===== config.mk =====
export PLATFORM = sky130hd
export DESIGN_NAME = dnr_return_unit
export DESIGN_NICKNAME = d
export VERILOG_FILES = /design/src/logic/dnr_pkg.sv /design/src/logic/dnr_return_unit.sv
export SDC_FILE = /design/constraint.sdc
export NUM_CORES = 1
export LEC_CHECK = 0
export BUFFER_PORTS_ARGS = -buffer_cell sky130_fd_sc_hd__buf_2
export CORE_MARGIN = 2
export CORE_UTILIZATION = 45
export CTS_BUF_LIST = sky130_fd_sc_hd__clkbuf_16
export DETAILED_ROUTE_END_ITERATION = 10
export PLACE_DENSITY = 0.66
export SLEW_MARGIN = 20
export SYNTH_ARGS = -nofsm -noshare
export SYNTH_HDL_FRONTEND = slang
export SYNTH_SLANG_ARGS = --single-unit

===== constraint.sdc =====
create_clock -name clk -period 2.2 [get_ports clk]
set_input_delay 0.11 -clock clk [delete_from_list [all_inputs] [get_ports clk]]
set_output_delay 0.11 -clock clk [all_outputs]
set_load 0.05 [all_outputs]

===== src/logic/dnr_pkg.sv =====
package dnr_pkg;

  ////////////////////////////////////////////////////////////////////////////////////////////
  // Register map (byte addresses)
  localparam int          ADDR_W          = 8;
  localparam logic [7:0]  OFS_IMPL_CTRL   = 8'h00;
  localparam logic [7:0]  OFS_EXT_DBG     = 8'h04;
  localparam logic [7:0]  OFS_MSW         = 8'h08;
  localparam logic [7:0]  OFS_DBG_PC      = 8'h0C;
  localparam logic [7:0]  OFS_DBG_ST      = 8'h10;
  localparam logic [7:0]  OFS_MC_PC       = 8'h14;
  localparam logic [7:0]  OFS_MC_ST       = 8'h18;
  localparam logic [7:0]  OFS_BASE_PC     = 8'h1C;
  localparam logic [7:0]  OFS_CRIT_PC     = 8'h20;
  localparam logic [7:0]  OFS_SCAN_IR     = 8'h24;
  localparam logic [7:0]  OFS_SCAN_PC     = 8'h28;
  localparam logic [7:0]  OFS_IRQ_STAT    = 8'h2C;
  localparam logic [7:0]  OFS_IRQ_MASK    = 8'h30;
  localparam logic [7:0]  OFS_HALT_STAT   = 8'h34;

  // Field positions
  localparam int          DFE_BIT         = 0;
  localparam int          NHE_BIT         = 0;
  localparam int          RESUME_BIT      = 1;
  localparam int          IDM_BIT         = 2;
  localparam int          EDM_BIT         = 3;
  localparam int          EXT_W           = 4;
  localparam int          MSW_PR_BIT      = 14;
  localparam int          MSW_EE_BIT      = 15;
  localparam int          MSW_CE_BIT      = 17;
  localparam int          PEND_BASE       = 0;
  localparam int          PEND_CRIT       = 1;
  localparam int          IRQ_HALT        = 0;
  localparam int          IRQ_ILLEGAL     = 1;
  localparam int          IRQ_RETURN      = 2;
  localparam int          IRQ_PRIV        = 3;
  localparam int          IRQ_W           = 4;
  localparam int          REASON_LSB      = 21;
  localparam int          REASON_W        = 5;
  localparam int          HALTED_BIT      = 8;

  // Reset values
  localparam logic [31:0] WORD_RST        = 32'h0000_0000;
  localparam logic [31:0] MSW_RST         = 32'h0000_0000;

  // Instruction encodings
  localparam logic [31:0] XL_MASK         = 32'hFC00_07FE;
  localparam logic [31:0] ENC_DBG_RET     = 32'h4C00_004E;
  localparam logic [31:0] ENC_MC_RET      = 32'h4C00_004C;
  localparam logic [31:0] ENC_NH_FIXED    = 32'h4C00_018C;
  localparam logic [31:0] ENC_NH_LONG_VL  = 32'h7C00_01E0;
  localparam logic [15:0] ENC_DBG_RET_SH  = 16'h000A;
  localparam logic [15:0] ENC_MC_RET_SH   = 16'h000B;
  localparam logic [15:0] ENC_NH_SHORT_VL = 16'h000F;

  typedef enum logic [0:0] {ST_RUN, ST_HALTED} dnr_state_t;
  typedef enum logic [1:0] {CAUSE_ILLEGAL, CAUSE_PRIV, CAUSE_CRIT, CAUSE_BASE} dnr_cause_t;

  typedef struct packed {
    logic [31:0] pc;
    logic [31:0] word;
    logic        short_form;
    logic        varlen_page;
  } dnr_ins_t;

  typedef struct packed {
    logic        valid;
    logic [31:0] pc;
  } dnr_redir_t;

  typedef struct packed {
    logic        valid;
    dnr_cause_t  cause;
  } dnr_exc_t;

endpackage


===== src/logic/dnr_return_unit.sv =====
// Local design decisions: the register offsets and the APB slave port.
`timescale 1ns/1ps
module dnr_return_unit
  import dnr_pkg::*;
(
  input  wire logic              clk,
  input  wire logic              nrst,
  input  wire logic              psel,
  input  wire logic              penable,
  input  wire logic              pwrite,
  input  wire logic [ADDR_W-1:0] paddr,
  input  wire logic [31:0]       pwdata,
  output logic      [31:0]       prdata,
  output logic                   pready,
  output logic                   pslverr,
  input  wire logic              ins_valid,
  output logic                   ins_ready,
  input  wire dnr_ins_t          ins,
  input  wire logic [1:0]        pend_exc,
  output dnr_redir_t             redir,
  output dnr_exc_t               exc,
  output logic                   ctx_sync,
  output logic                   halted,
  output logic [REASON_W-1:0]    halt_reason,
  output logic                   irq
);

  ////////////////////////////////////////////////////////////////////////////////////////////
  // Declarations
  logic [31:0]         impl_ctrl_reg;
  logic [EXT_W-1:0]    ext_dbg_reg;
  logic [31:0]         msw_reg;
  logic [31:0]         dbg_pc_reg;
  logic [31:0]         dbg_st_reg;
  logic [31:0]         mc_pc_reg;
  logic [31:0]         mc_st_reg;
  logic [31:0]         base_pc_reg;
  logic [31:0]         crit_pc_reg;
  logic [31:0]         scan_ir_reg;
  logic [31:0]         scan_pc_reg;
  logic [IRQ_W-1:0]    stat_reg;
  logic [IRQ_W-1:0]    mask_reg;
  logic [31:0]         prdata_reg;
  logic                pslverr_reg;
  logic [REASON_W-1:0] reason_reg;
  dnr_state_t          state_reg;
  dnr_redir_t          redir_reg;
  dnr_exc_t            exc_reg;
  logic                ctx_reg;

  logic                fire;
  logic                wr_en;
  logic                rd_setup;
  logic                dfe;
  logic                nhe;
  logic                is_fixed;
  logic                is_long;
  logic                dec_dret_long;
  logic                dec_dret_short;
  logic                dec_mret_long;
  logic                dec_mret_short;
  logic                dec_nh_fixed;
  logic                dec_nh_long_vl;
  logic                dec_nh_short_vl;
  logic                dec_dret;
  logic                dec_mret;
  logic                any_nh;
  logic                user_mode;
  logic                dret_illegal;
  logic                nh_illegal;
  logic                illegal_go;
  logic                priv_go;
  logic                ret_go;
  logic                halt_go;
  logic                resume_go;
  logic [31:0]         new_msw;
  logic [31:0]         src_pc;
  logic [31:0]         fetch_pc;
  logic                crit_hit;
  logic                base_hit;
  logic [31:0]         rd_mux;
  logic                map_hit;
  logic [IRQ_W-1:0]    events;

  function automatic logic wr_at(input logic [ADDR_W-1:0] ofs);
    return wr_en && (paddr == ofs);
  endfunction

  ////////////////////////////////////////////////////////////////////////////////////////////
  // Instruction decode
  assign ins_ready = (state_reg == ST_RUN);
  assign fire      = ins_valid && ins_ready;
  assign dfe       = impl_ctrl_reg[DFE_BIT];
  assign nhe       = ext_dbg_reg[NHE_BIT];
  assign user_mode = msw_reg[MSW_PR_BIT];
  assign is_fixed  = !ins.varlen_page;
  assign is_long   = !ins.short_form;

  assign dec_nh_fixed    = is_fixed && is_long && ((ins.word & XL_MASK) == ENC_NH_FIXED);
  assign dec_nh_long_vl  = !is_fixed && is_long && ((ins.word & XL_MASK) == ENC_NH_LONG_VL);
  assign dec_nh_short_vl = !is_fixed && !is_long && (ins.word[15:0] == ENC_NH_SHORT_VL);
  assign dec_mret_long   = is_fixed && is_long && ((ins.word & XL_MASK) == ENC_MC_RET);
  assign dec_mret_short  = !is_fixed && !is_long && (ins.word[15:0] == ENC_MC_RET_SH);
  assign dec_dret_long   = is_fixed && is_long && ((ins.word & XL_MASK) == ENC_DBG_RET);
  assign dec_dret_short  = !is_fixed && !is_long && (ins.word[15:0] == ENC_DBG_RET_SH);
  assign dec_dret        = dec_dret_long || dec_dret_short;
  assign dec_mret        = dec_mret_long || dec_mret_short;
  assign any_nh          = dec_nh_fixed || dec_nh_long_vl || dec_nh_short_vl;

  // debug returns need the feature enable
  assign dret_illegal = dec_dret && !dfe;
  assign nh_illegal   = any_nh && !nhe;
  assign illegal_go   = fire && (dret_illegal || nh_illegal);
  assign priv_go      = fire && ((dec_dret && dfe) || dec_mret) && user_mode;
  assign ret_go       = fire && ((dec_dret && dfe) || dec_mret) && !user_mode;
  // no privilege term; debug mode bits not consulted
  assign halt_go      = fire && any_nh && nhe;
  assign resume_go    = (state_reg == ST_HALTED) && wr_at(OFS_EXT_DBG) && pwdata[RESUME_BIT];

  assign new_msw  = dec_dret ? dbg_st_reg : mc_st_reg;
  assign src_pc   = dec_dret ? dbg_pc_reg : mc_pc_reg;
  assign crit_hit = pend_exc[PEND_CRIT] && new_msw[MSW_CE_BIT];
  assign base_hit = pend_exc[PEND_BASE] && new_msw[MSW_EE_BIT];

  always_comb begin
    fetch_pc = {dbg_pc_reg[31:1], 1'b0};
    if (dec_dret_short) begin
      // short form uses the same target as the long form: dbg_pc_reg with bit 0 cleared
      fetch_pc = {dbg_pc_reg[31:1], 1'b0};
    end else if (dec_mret) begin
      fetch_pc = {mc_pc_reg[31:1], 1'b0};
    end
  end

  ////////////////////////////////////////////////////////////////////////////////////////////
  // Run / halted state
  always_ff @(posedge clk or negedge nrst) begin
    if (!nrst) begin
      state_reg <= ST_RUN;
    end else if (halt_go) begin
      state_reg <= ST_HALTED;
    end else if (resume_go) begin
      state_reg <= ST_RUN;
    end
  end

  always_ff @(posedge clk or negedge nrst) begin
    if (!nrst) begin
      reason_reg <= '0;
    end else if (halt_go) begin
      // reason field of the long forms
      reason_reg <= dec_nh_short_vl ? '0 : ins.word[REASON_LSB +: REASON_W];
    end
  end

  always_ff @(posedge clk or negedge nrst) begin
    if (!nrst) begin
      scan_ir_reg <= WORD_RST;
      scan_pc_reg <= WORD_RST;
    end else if (halt_go) begin
      scan_ir_reg <= ins.word;
      scan_pc_reg <= ins.pc;
    end else begin
      if (wr_at(OFS_SCAN_IR)) begin
        scan_ir_reg <= pwdata;
      end
      if (wr_at(OFS_SCAN_PC)) begin
        scan_pc_reg <= pwdata;
      end
    end
  end

  ////////////////////////////////////////////////////////////////////////////////////////////
  // Return and exception results
  always_ff @(posedge clk or negedge nrst) begin
    if (!nrst) begin
      msw_reg <= MSW_RST;
    end else if (ret_go) begin
      msw_reg <= new_msw;
    end else if (wr_at(OFS_MSW)) begin
      msw_reg <= pwdata;
    end
  end

  always_ff @(posedge clk or negedge nrst) begin
    if (!nrst) begin
      redir_reg <= '0;
    end else begin
      redir_reg.valid <= (ret_go && !crit_hit && !base_hit) || resume_go;
      // resume continues at the rewritten scan address
      redir_reg.pc    <= resume_go ? scan_pc_reg : fetch_pc;
    end
  end

  always_ff @(posedge clk or negedge nrst) begin
    if (!nrst) begin
      exc_reg <= '0;
    end else begin
      exc_reg.valid <= illegal_go || priv_go || (ret_go && (crit_hit || base_hit));
      if (illegal_go) begin
        exc_reg.cause <= CAUSE_ILLEGAL;
      end else if (priv_go) begin
        exc_reg.cause <= CAUSE_PRIV;
      end else if (crit_hit) begin
        exc_reg.cause <= CAUSE_CRIT;
      end else begin
        exc_reg.cause <= CAUSE_BASE;
      end
    end
  end

  always_ff @(posedge clk or negedge nrst) begin
    if (!nrst) begin
      base_pc_reg <= WORD_RST;
    end else if (illegal_go || priv_go) begin
      // trapping address kept for the handler
      base_pc_reg <= ins.pc;
    end else if (ret_go && base_hit && !crit_hit) begin
      base_pc_reg <= src_pc;
    end else if (wr_at(OFS_BASE_PC)) begin
      base_pc_reg <= pwdata;
    end
  end

  always_ff @(posedge clk or negedge nrst) begin
    if (!nrst) begin
      crit_pc_reg <= WORD_RST;
    end else if (ret_go && crit_hit) begin
      crit_pc_reg <= src_pc;
    end else if (wr_at(OFS_CRIT_PC)) begin
      crit_pc_reg <= pwdata;
    end
  end

  always_ff @(posedge clk or negedge nrst) begin
    if (!nrst) begin
      ctx_reg <= 1'b0;
    end else begin
      ctx_reg <= ret_go;
    end
  end

  ////////////////////////////////////////////////////////////////////////////////////////////
  // Software registers
  always_ff @(posedge clk or negedge nrst) begin
    if (!nrst) begin
      impl_ctrl_reg <= WORD_RST;
      ext_dbg_reg   <= '0;
      dbg_pc_reg    <= WORD_RST;
      dbg_st_reg    <= WORD_RST;
      mc_pc_reg     <= WORD_RST;
      mc_st_reg     <= WORD_RST;
      mask_reg      <= '0;
    end else begin
      if (wr_at(OFS_IMPL_CTRL)) begin
        impl_ctrl_reg <= {31'h0000_0000, pwdata[DFE_BIT]};
      end
      if (wr_at(OFS_EXT_DBG)) begin
        ext_dbg_reg <= pwdata[EXT_W-1:0] & ~(4'h1 << RESUME_BIT);
      end
      if (wr_at(OFS_DBG_PC)) begin
        dbg_pc_reg <= pwdata;
      end
      if (wr_at(OFS_DBG_ST)) begin
        dbg_st_reg <= pwdata;
      end
      if (wr_at(OFS_MC_PC)) begin
        mc_pc_reg <= pwdata;
      end
      if (wr_at(OFS_MC_ST)) begin
        mc_st_reg <= pwdata;
      end
      if (wr_at(OFS_IRQ_MASK)) begin
        mask_reg <= pwdata[IRQ_W-1:0];
      end
    end
  end

  // Sticky events; a new event wins over a clear in the same cycle
  assign events = {priv_go, ret_go, illegal_go, halt_go};

  always_ff @(posedge clk or negedge nrst) begin
    if (!nrst) begin
      stat_reg <= '0;
    end else begin
      stat_reg <= (stat_reg & ~(wr_at(OFS_IRQ_STAT) ? pwdata[IRQ_W-1:0] : '0)) | events;
    end
  end

  ////////////////////////////////////////////////////////////////////////////////////////////
  // APB slave: zero wait states, read data latched in the setup cycle
  assign wr_en    = psel && penable && pwrite;
  assign rd_setup = psel && !penable;

  always_comb begin
    rd_mux  = 32'h0000_0000;
    map_hit = 1'b1;
    unique case (paddr)
      OFS_IMPL_CTRL: rd_mux = impl_ctrl_reg;
      OFS_EXT_DBG:   rd_mux = {28'h000_0000, ext_dbg_reg};
      OFS_MSW:       rd_mux = msw_reg;
      OFS_DBG_PC:    rd_mux = dbg_pc_reg;
      OFS_DBG_ST:    rd_mux = dbg_st_reg;
      OFS_MC_PC:     rd_mux = mc_pc_reg;
      OFS_MC_ST:     rd_mux = mc_st_reg;
      OFS_BASE_PC:   rd_mux = base_pc_reg;
      OFS_CRIT_PC:   rd_mux = crit_pc_reg;
      OFS_SCAN_IR:   rd_mux = scan_ir_reg;
      OFS_SCAN_PC:   rd_mux = scan_pc_reg;
      OFS_IRQ_STAT:  rd_mux = {28'h000_0000, stat_reg};
      OFS_IRQ_MASK:  rd_mux = {28'h000_0000, mask_reg};
      OFS_HALT_STAT: rd_mux = {23'h00_0000, (state_reg == ST_HALTED), 3'h0, reason_reg};
      default:       map_hit = 1'b0;
    endcase
  end

  always_ff @(posedge clk or negedge nrst) begin
    if (!nrst) begin
      prdata_reg  <= 32'h0000_0000;
      pslverr_reg <= 1'b0;
    end else if (rd_setup) begin
      prdata_reg  <= pwrite ? 32'h0000_0000 : rd_mux;
      pslverr_reg <= !map_hit;
    end
  end

  assign prdata      = prdata_reg;
  assign pslverr     = pslverr_reg;
  assign pready      = 1'b1;
  assign redir       = redir_reg;
  assign exc         = exc_reg;
  assign ctx_sync    = ctx_reg;
  assign halted      = (state_reg == ST_HALTED);
  assign halt_reason = reason_reg;
  assign irq         = |(stat_reg & mask_reg);
endmodule


==> impl_metrics.tcl, run 1 <==
set metrics [dict create \
    arrival_ps 2590 \
    num_io_pins 193 \
    crit_chain "dlygate4sd3_1, buf_2, nand3b_1, and4b_2, a32o_4, mux2i_2, nand2b_4, buf_12, o21ai_0, a22o_1" \
    synth_cell_types 65 \
    nFillCells 3372 \
    cp.required_ps 2640 \
    cts_tree "yes" \
    nets 2252 \
    clk_path_buf_depth 3 \
    maxSlewViolCount 0 \
    crit_buf_inv 3 \
    final_cells 2702 \
    skew_ps 18.52 \
    worst_slack_ps 54.06 \
    cp-end-kind "register" \
    cts_max_level 2 \
    cpPeakStageDelay_ps 530 \
    ys_async_sr_fraction_pct 100.0 \
    cts_sinks 376 \
    postLayoutCoreUtil_pct 59.45 \
    worst-path-max-fanout 19 \
    stdcell_area_um2 24380 \
    post-place-ws_ps -203.1 \
    detail-route-antenna-nets 0 \
    drv_cap 0 \
    start_util_pct 45.88 \
    cp-start-kind "primary input" \
    swShare_pct 23.42 \
    path_delay_family "buffers and inverters" \
    period_needed_ps 2146 \
    slowest_stage "dlygate4sd3_1" \
    clock_latency_ps 570 \
    first_iter_violations 1808 \
    grtUsageTotal_pct 30.10 \
    path_class "primary input to register" \
    firstDrtPassIters 11 \
    p_leak_nw 12.27 \
    timing.fmax_ghz 0.4660 \
    hold_class "primary input to register" \
    synth.avg_cell_area_um2 10.81 \
    placedCellCount 2524 \
    post-route-period-util_pct 97.54 \
    finalHoldViolCount 0 \
    path_clk_slew_ps 60 \
    dieArea_um2 43470 \
    clockPowerShare_pct 46.8 \
    syn_inst 1741 \
    pwr-share-seq_pct 47.2 \
    routed_wl_um 65750 \
    power_frac_comb_pct 6.0 \
    p_sw_w 0.003514 \
    clockRootBuffer "clkbuf_16" \
    synth-seq-cells 376 \
    status "finished, final reports clean" \
    register_area_um2 9410 \
    multi_input_area_um2 8805 \
    rows 74 \
    cellPowerDensity_nw_per_um2 615.1 \
    via_count 16850 \
    grt_pass1_wl_um 101000 \
    synth_edf_count 0 \
    drc 0 \
    grt_max_degree 66 \
    netlist_area_um2 18820 \
    area_delta_synth_final_pct 29.56 \
    numPortBuffers 191 \
    overflow 0 \
    routedWlPerCell_um 24.33 \
    relSlewSlack_pct 56.76 \
    antenna_found_initial 3 \
    cts_buffers 42 \
    worst_pin_slew_ps 648.5 \
    largest_register_ffs 33 \
    gp_congestion 0.9232 \
    die_h_um 208.5 \
    ir_worst_vdd_uv 427.1 \
    fp.coreArea_um2 41020 \
    intPower_w 0.01149 \
    drive_above_1_share_pct 28.68 \
    place_area_um2 21940 \
    yosys_warnings 0 \
    grt_pass1_vias 16940 \
    rsz0062_at_grt "true" \
    synth_ff_type "dfrtp_1" \
    die_w_um 208.5 \
    dp_hpwl_um 44580 \
    viasPerCell 6.234 \
    yosysSeqAreaShare_pct 49.99 \
    synth.net_count 1855 \
    setup_viol 0 \
]
-- metal layers --
layer,global-route usage [%],vias to the layer above,routed length (um)
met5,0,-,0
met4,12.78,0,2620
met3,5.238,178,5298
met2,49.21,925,31010
met1,39.55,8351,26820
li1,-,7391,-
-- cell usage in the layout, fill, tap and decap left out, types with 65 or more instances in the layout --
cell type        n
dfrtp_1        375
mux2i_1        182
buf_4          164
o21ai_0         73
nor2_1          75
a22oi_1         73
a211oi_1        65
buf_2          190
mux2_2         115
nand2_1        110
a21oi_1        132
dlygate4sd3_1  100
-- tightest hold or removal path: cells and delay by family --
kind,cells,cell delay [ps]
AO/OA/AOI/OAI,1,50
buffers and inverters,2,410
-- final timing paths --
kind | to | slack [ps] | start | depth (start not counted)
worst max-delay path | base_pc_reg[8]$_DFFE_PN0P_ | 50 | ins[33] | 10
worst min-delay path | scan_ir_reg[3]$_DFFE_PN0P_ | 60 | ins[8] | 3
worst max register to register | scan_ir_reg[16]$_DFFE_PN0P_ | 130 | halted$_DFFE_PN0P_ | 8
worst min register to register | prdata[4]$_DFFE_PN0P_ | 470 | prdata[4]$_DFFE_PN0P_ | 1
max in group asynchronous | base_pc_reg[11]$_DFFE_PN0P_ | 1290 | nrst | 3
min in group asynchronous | redir[0]$_DFF_PN0_ | 100 | nrst | 2
-- kinds of logic (layout without fill, tap and decap cells) --
group / count (synthesis) / count (layout) / synth area share [%]
AO/OA/AOI/OAI: 536 / 536 / 18.97
XOR/XNOR: 1 / 1 / 0.04654
buffers and inverters: 155 / 583 / 4.029
flip-flops: 376 / 376 / 49.99
multiplexers: 311 / 311 / 17.40
other: 1 / 2 / 0.01993
AND/OR/NAND/NOR: 361 / 361 / 9.540
-- Yosys cell counts (all sizes together), types with 3 or more instances --
| library cell | instances | share of area (%) |
|---|---|---|
| a211oi | 65 | 2.6 |
| a21o | 5 | 0.20 |
| a21oi | 133 | 3.6 |
| a221oi | 31 | 1.4 |
| a222oi | 29 | 1.5 |
| a22o | 38 | 1.8 |
| a22oi | 73 | 2.9 |
| a31oi | 34 | 1.1 |
| a32o | 3 | 0.17 |
| and2 | 5 | 0.18 |
| and3 | 65 | 2.2 |
| buf | 81 | 2.5 |
| clkbuf | 69 | 1.4 |
| dfrtp | 376 | 50 |
| inv | 3 | 0.060 |
| mux2 | 127 | 7.6 |
| mux2i | 184 | 9.8 |
| nand2 | 118 | 2.4 |
| nand2b | 4 | 0.13 |
| nand3 | 46 | 1.2 |
| nand4 | 4 | 0.13 |
| nor2 | 86 | 1.9 |
| nor2b | 6 | 0.20 |
| nor3 | 7 | 0.25 |
| nor4 | 3 | 0.10 |
| o21ai | 112 | 3.0 |
-- power by group through the flow --
stage | clock network [W] | logic, W | registers, W
5_1_grt | 0.00736 | 0.000975 | 0.00709
3_5_place_dp | 0 | 0.000762 | 0.00720
3_3_place_gp | 0 | 0.000745 | 0.00720
6_report | 0.00702 | 0.000900 | 0.00708
2_1_floorplan | 0 | 0.000196 | 0.00722
4_1_cts | 0.00709 | 0.000890 | 0.00708
-- area by class of cell --
type / count / share of cell area [%]
Antenna cell: 1 / 0.01026
Clock inverter: 32 / 1.108
Tap cell: 532 / 2.730
Multi-Input combinational cell: 1210 / 36.11
Sequential cell: 376 / 38.59
Timing Repair Buffer: 503 / 16.95
Inverter: 5 / 0.09236
Clock buffer: 43 / 4.413
-- stage by stage --
step | hold WS [ps] | power [W] | TNS (ps)
after global routing | 55.38 | 0.01542 | -42.86
after detailed placement | 132.5 | 0.007964 | -8968
after floorplan | -185.6 | 0.007417 | 0
after CTS | 7.734 | 0.01506 | 0
final | 62.57 | 0.01500 | 0
after global placement | 133.4 | 0.007943 | -3965
-- repair_timing --
action	CTS	global route
gates resized for setup	0	20
buffers inserted	0	2
hold buffers	100	0
setup endpoints to repair	0	76
hold endpoints to repair	334	0
(Power assumes the default switching activity.)
==> inputs of run 2 (changes only) <==
MAX_ROUTING_LAYER = met4   (was not set)
==> run 2 against run 1 <==
  * First-iteration DRC count is 8.5% higher
  * Combinational power is 0.6% higher
  * Global-route usage is 0.97 points higher
  * Maximum frequency is 0.18% lower
  * Worst setup slack worse by 3.9 ps
  * Register-to-register slack worse by 30 ps
  * Sequential cell count stayed put
  * Routed wire length is 2.1% higher
  * Non-clock buffer count is 1 higher
  * Power is 0.70% lower
==> impl_metrics.tcl, run 2 (synthesized netlist as in run 1, its figures left out) <==
set metrics [dict create \
    cts_buffers 42 \
    status "finished, final reports clean" \
    gp_congestion 0.9358 \
    path_class "primary input to register" \
    cts_tree "yes" \
    numPortBuffers 191 \
    grt_pass1_vias 17150 \
    routed_wl_um 67120 \
    dieArea_um2 43470 \
    drive_above_1_share_pct 30.28 \
    grtUsageTotal_pct 31.07 \
    cellPowerDensity_nw_per_um2 603.5 \
    p_leak_nw 12.36 \
    nets 2253 \
    relSlewSlack_pct 50.30 \
    die_w_um 208.5 \
    setup_viol 0 \
    arrival_ps 2640 \
    cts_sinks 376 \
    firstDrtPassIters 6 \
    finalHoldViolCount 0 \
    grt_max_degree 78 \
    area_delta_synth_final_pct 31.13 \
    reg2reg_from "msw_reg[14]$_DFFE_PN0P_" \
    period_needed_ps 2150 \
    clockRootBuffer "clkbuf_16" \
    r2r-end "crit_pc_reg[10]$_DFFE_PN0P_" \
    drv_cap 0 \
    grt_pass1_wl_um 101300 \
    cts_max_level 2 \
    power_w 0.01489 \
    skew_ps 14.81 \
    cp-start-kind "primary input" \
    dp_hpwl_um 44580 \
    routedWlPerCell_um 24.82 \
    nFillCells 3386 \
    first_iter_violations 1962 \
    hold_path_end "scan_ir_reg[3]$_DFFE_PN0P_" \
    timing.fmax_ghz 0.4652 \
    maxSlewViolCount 0 \
    post-route-period-util_pct 97.72 \
    detail-route-antenna-nets 0 \
    clk_path_buf_depth 3 \
    overflow 0 \
    holdWs_ps 57.16 \
    path_clk_slew_ps 60 \
    viasPerCell 6.317 \
    cp-end-kind "register" \
    clock_latency_ps 570 \
    fp.coreArea_um2 41020 \
    reg2reg_slack_ps 100 \
    final_cell_mix "dfrtp_1, buf_2, mux2i_1, buf_4, a21oi_1" \
    die_h_um 208.5 \
    hold_class "primary input to register" \
    drc 0 \
    worst_pin_slew_ps 745.5 \
    rows 74 \
    final_common_cell "dfrtp_1" \
    start_util_pct 45.88 \
    via_count 17080 \
    ir_worst_vdd_uv 492.6 \
    hp-start "ins[8]" \
    num_io_pins 193 \
    antenna_found_initial 2 \
    rr_worst_depth 8 \
    hold_path_depth 3 \
    largest_register_ffs 33 \
    worst-path-max-fanout 8 \
    cp.required_ps 2690 \
]
## run 2: changes by cell type in the layout (fill, tap and decap cells not counted), moves of 5 or more
cell           change
a31oi_1           -13
a31oi_2            +9
clkbuf_16          +5
clkinv_1           -9
dlygate4sd3_1      -7
inv_1              +7
nor2_2             +5
## run 2: layer usage
layer / part of all wire [%] / track usage, %
met1: 41 / 39.81
met2: 46 / 49.15
met3: 8.1 / 4.226
met4: 4.7 / 14.39
met5: 0 / -
## run 2: final cells by class
type,instances,area (um2),area share (%)
tap,532,665.6,2.697
clock inverter,32,251.5,1.019
inverter,5,22.52,0.09125
clock buffer,43,1076,4.360
antenna,2,5.005,0.02028
sequential,376,9410,38.13
timing repair buffer,504,4264,17.28
multi-input combinational,1210,8985,36.41
## run 2: worst max-delay path by stage
stage	from	end	slack, ps	cells after the start
global route	ins[33]	crit_pc_reg[3]$_DFFE_PN0P_	-10	11
finish	ins[33]	crit_pc_reg[10]$_DFFE_PN0P_	50	11
detailed placement	ins[8]	crit_pc_reg[9]$_DFFE_PN0P_	-140	11
floorplan	halted$_DFFE_PN0P_	base_pc_reg[10]$_DFFE_PN0P_	1	9
CTS	ins[32]	crit_pc_reg[17]$_DFFE_PN0P_	10	12
global placement	ins[8]	crit_pc_reg[6]$_DFFE_PN0P_	-90	11
## run 2: repair_timing
item / 4_1_cts / 5_1_grt
hold buffers: 97 / 0
gates resized for setup: 0 / 54
endpoints found under the setup margin: 0 / 75
setup buffers: 0 / 9
hold endpoints to repair: 285 / 0
## run 2: where the power goes
group	internal [W]	switching (W)	total, W
logic	0.000366	0.000539	0.000905
clock network	0.00401	0.00290	0.00691
registers	0.00701	0.0000725	0.00708
total	0.0114	0.00351	0.0149
## run 2: worst max-delay path, cell delays in order
cell	delay, ps
dlygate4sd3_1	570
nand3b_1	230
and4b_2	400
a32oi_4	80
buf_12	170
mux2_4	350
nor2b_4	190
buf_6	170
clkbuf_16	180
a211oi_1	60
a21oi_1	120
## run 2: through the flow
stage,utilization (%),instance area (um2),std cells,setup TNS [ps],setup WS [ps]
final,60.17,24680,2704,0,50.20
after global routing,60.17,24680,2704,-45.54,-12.48
after CTS,59.13,24250,2696,0,12.02
after detailed placement,53.52,21950,2524,-7063,-144.3
after global placement,53.52,21950,2524,-4334,-93.57
after floorplan,-,18840,1741,0,1.295
==> inputs of run 3 (changes only) <==
ABC_AREA = 1   (was not set)
==> run 3 against run 2 <==
  * Via count is 18% higher
  * Sequential power barely moved
  * Worst setup slack better by 18 ps
  * Utilization decreased by 2.7 points
  * Clock skew about the same
  * Cell area is 2.4% lower
  * Sequential cell count did not move
  * Highest routed layer unchanged
==> impl_metrics.tcl, run 3 <==
set metrics [dict create \
    rows 75 \
    wl_met2_um 34910 \
    yosysSeqAreaShare_pct 49.14 \
    clk_path_buf_depth 3 \
    cp.required_ps 2720 \
    die_h_um 210.3 \
    period_needed_ps 2132 \
    post-route-period-util_pct 96.91 \
    wirelength_met1_um 33130 \
    firstDrtPassIters 7 \
    crit_top_cell "buf_4" \
    yosys_warnings 0 \
    rsz0062_at_grt "true" \
    synth.net_count 2547 \
    cts_max_level 2 \
    synth_ff_type "dfrtp_1" \
    cts_tree "yes" \
    synth_top_area_cell "dfrtp_1" \
    area_delta_synth_final_pct 25.85 \
    overflow 0 \
    netlist_area_um2 19150 \
    drc 0 \
    power_w 0.01473 \
    dp_hpwl_um 55140 \
    synthXorXnorAreaFrac_pct 0 \
    first_iter_violations 2588 \
    routed_wl_um 82840 \
    nFillCells 3826 \
    status "finished, final reports clean" \
    routed.top_layer "met4" \
    reg2reg_from "halted$_DFFE_PN0P_" \
    relSlewSlack_pct 46.90 \
    skew_ps 14.56 \
    via_count 20230 \
    holdWs_ps 87.10 \
    drive_above_1_share_pct 15.99 \
    postLayoutCoreUtil_pct 57.44 \
    p_leak_nw 11.78 \
    path_clk_slew_ps 60 \
    detail-route-antenna-nets 0 \
    cts_sinks 376 \
    synth_edf_count 0 \
    synth-seq-cells 376 \
    largest_register_ffs 33 \
    synth_top_family_by_area "simple AND/OR/NAND/NOR gates" \
    num_io_pins 193 \
    maxSlewViolCount 0 \
    cp-start-kind "register" \
    met3_length_um 10230 \
    clockRootBuffer "clkbuf_16" \
    final_cells 3343 \
    cpPeakStageDelay_ps 420 \
    crit_chain "buf_4, nand3_1, clkinv_1, buf_12, a21oi_1, buf_4" \
    slowest_stage "dfrtp_2" \
    numPortBuffers 191 \
    timing.fmax_ghz 0.4691 \
    synth_cell_types 41 \
    synth_common_cells "nand2_1, dfrtp_1, inv_1" \
    r2r-end "redir[10]$_DFF_PN0_" \
    routedWlPerCell_um 24.78 \
    grt_pass1_vias 19750 \
    grt_max_degree 83 \
    synthMuxAreaShare_pct 0 \
    final_common_cell "nand2_1" \
    arrival_ps 2650 \
    synth.area.top_cells "dfrtp_1, nand2_1, o21ai_0" \
    path_class "register to register" \
    cts_buffers 42 \
    reg2reg_slack_ps 70 \
    setup_viol 0 \
    yosysMostFrequentCell "nand2_1" \
    viasPerCell 6.052 \
    grt_pass1_wl_um 123600 \
    finalHoldViolCount 0 \
    ys_async_sr_fraction_pct 100.0 \
    synth_compound_area_share_pct 20.09 \
    placedCellCount 3148 \
    start_util_pct 45.64 \
    nets 2885 \
    clock_latency_ps 580 \
    fp.coreArea_um2 41950 \
    synth_top_area_share_pct 49.14 \
    worst-path-max-fanout 15 \
    dieArea_um2 44210 \
    synth.avg_cell_area_um2 7.869 \
    rr_worst_depth 6 \
    yosys.area_share.simple_pct 22.00 \
    gp_congestion 0.9573 \
    final_cell_mix "nand2_1, dfrtp_1, inv_1, o21ai_0, nand3_1" \
    yosys.area_share.adder_pct 0 \
    drv_cap 0 \
    antenna_found_initial 2 \
    cp-end-kind "register" \
    hold_class "primary input to async pin" \
    ir_worst_vdd_uv 486.4 \
    cellPowerDensity_nw_per_um2 611.2 \
    syn_inst 2433 \
    grtUsageTotal_pct 38.78 \
    worst_pin_slew_ps 795.6 \
    die_w_um 210.3 \
]
run 3: cell count changes after synthesis, moves of 58 or more:
cell     before  now
o22ai_1       1   59
o21ai_0      76  241
mux2_2      115    0
mux2i_1     184    0
inv_1         3  254
nand3_1      46  206
and3_1       65    0
a22oi_1      73    4
nand2_1     114  612
run 3: timing repair:
action / 4_1_cts / 5_1_grt
endpoints found under the hold margin: 601 / 0
buffers inserted: 0 / 1
hold buffers: 117 / 0
endpoints found under the setup margin: 0 / 28
resized for setup: 0 / 10
run 3: layout make-up:
class,instances,area [um2],area share [%]
sequential,376,9410,39.05
multi-input combinational,1635,8112,33.66
timing repair buffer,444,3616,15.01
clock buffer,43,1076,4.466
inverter,272,1030,4.274
tap,539,674.4,2.799
clock inverter,31,170.2,0.7062
antenna,3,7.507,0.03116
run 3: stage by stage:
step                      setup slack, ps  setup TNS (ps)  instance area, um2
after floorplan                     124.2               0               19150
after global placement             -138.2          -612.6               21630
after detailed placement           -143.4           -1025               21630
after CTS                           26.46               0               24050
after global routing               -22.14          -22.14               24090
final                               68.09               0               24100
run 3: routing by layer:
metal	track usage [%]	vias up
li1	-	8888
met2	55.22	1430
met5	-	-
met1	52.12	9583
met4	18.54	0
met3	9.371	330
run 3: report_power, final:
group	switching [W]	leakage (nW)	internal [W]
clock	0.00304	0.643	0.00355
combinational	0.000697	6.12	0.000357
sequential	0.0000626	5.02	0.00702
run 3: how the worst max path moves through the flow:
stage / depth (start not counted) / startpoint / end
final: 6 / halted$_DFFE_PN0P_ / redir[10]$_DFF_PN0_
after global routing: 10 / halted$_DFFE_PN0P_ / scan_pc_reg[1]$_DFFE_PN0P_
after CTS: 10 / halted$_DFFE_PN0P_ / scan_pc_reg[14]$_DFFE_PN0P_
after detailed placement: 11 / paddr[3] / prdata[27]$_DFFE_PN0P_
after global placement: 11 / paddr[3] / prdata[0]$_DFFE_PN0P_
after floorplan: 10 / halted$_DFFE_PN0P_ / base_pc_reg[13]$_DFFE_PN0P_
run 3: logic make-up (layout without fill, tap and decap cells):
kind of cell,count (synthesis),count (layout)
AO/OA/AOI/OAI,636,636
buffers and inverters,422,790
AND/OR/NAND/NOR,998,998
flip-flops,376,376
other,1,4
run 3: worst max-delay path: cells and delay by family (launching register included):
kind | cells | cell delay [ps]
buffers and inverters | 4 | 1060
flip-flops | 1 | 420
AO/OA/AOI/OAI | 1 | 330
AND/OR/NAND/NOR | 1 | 260
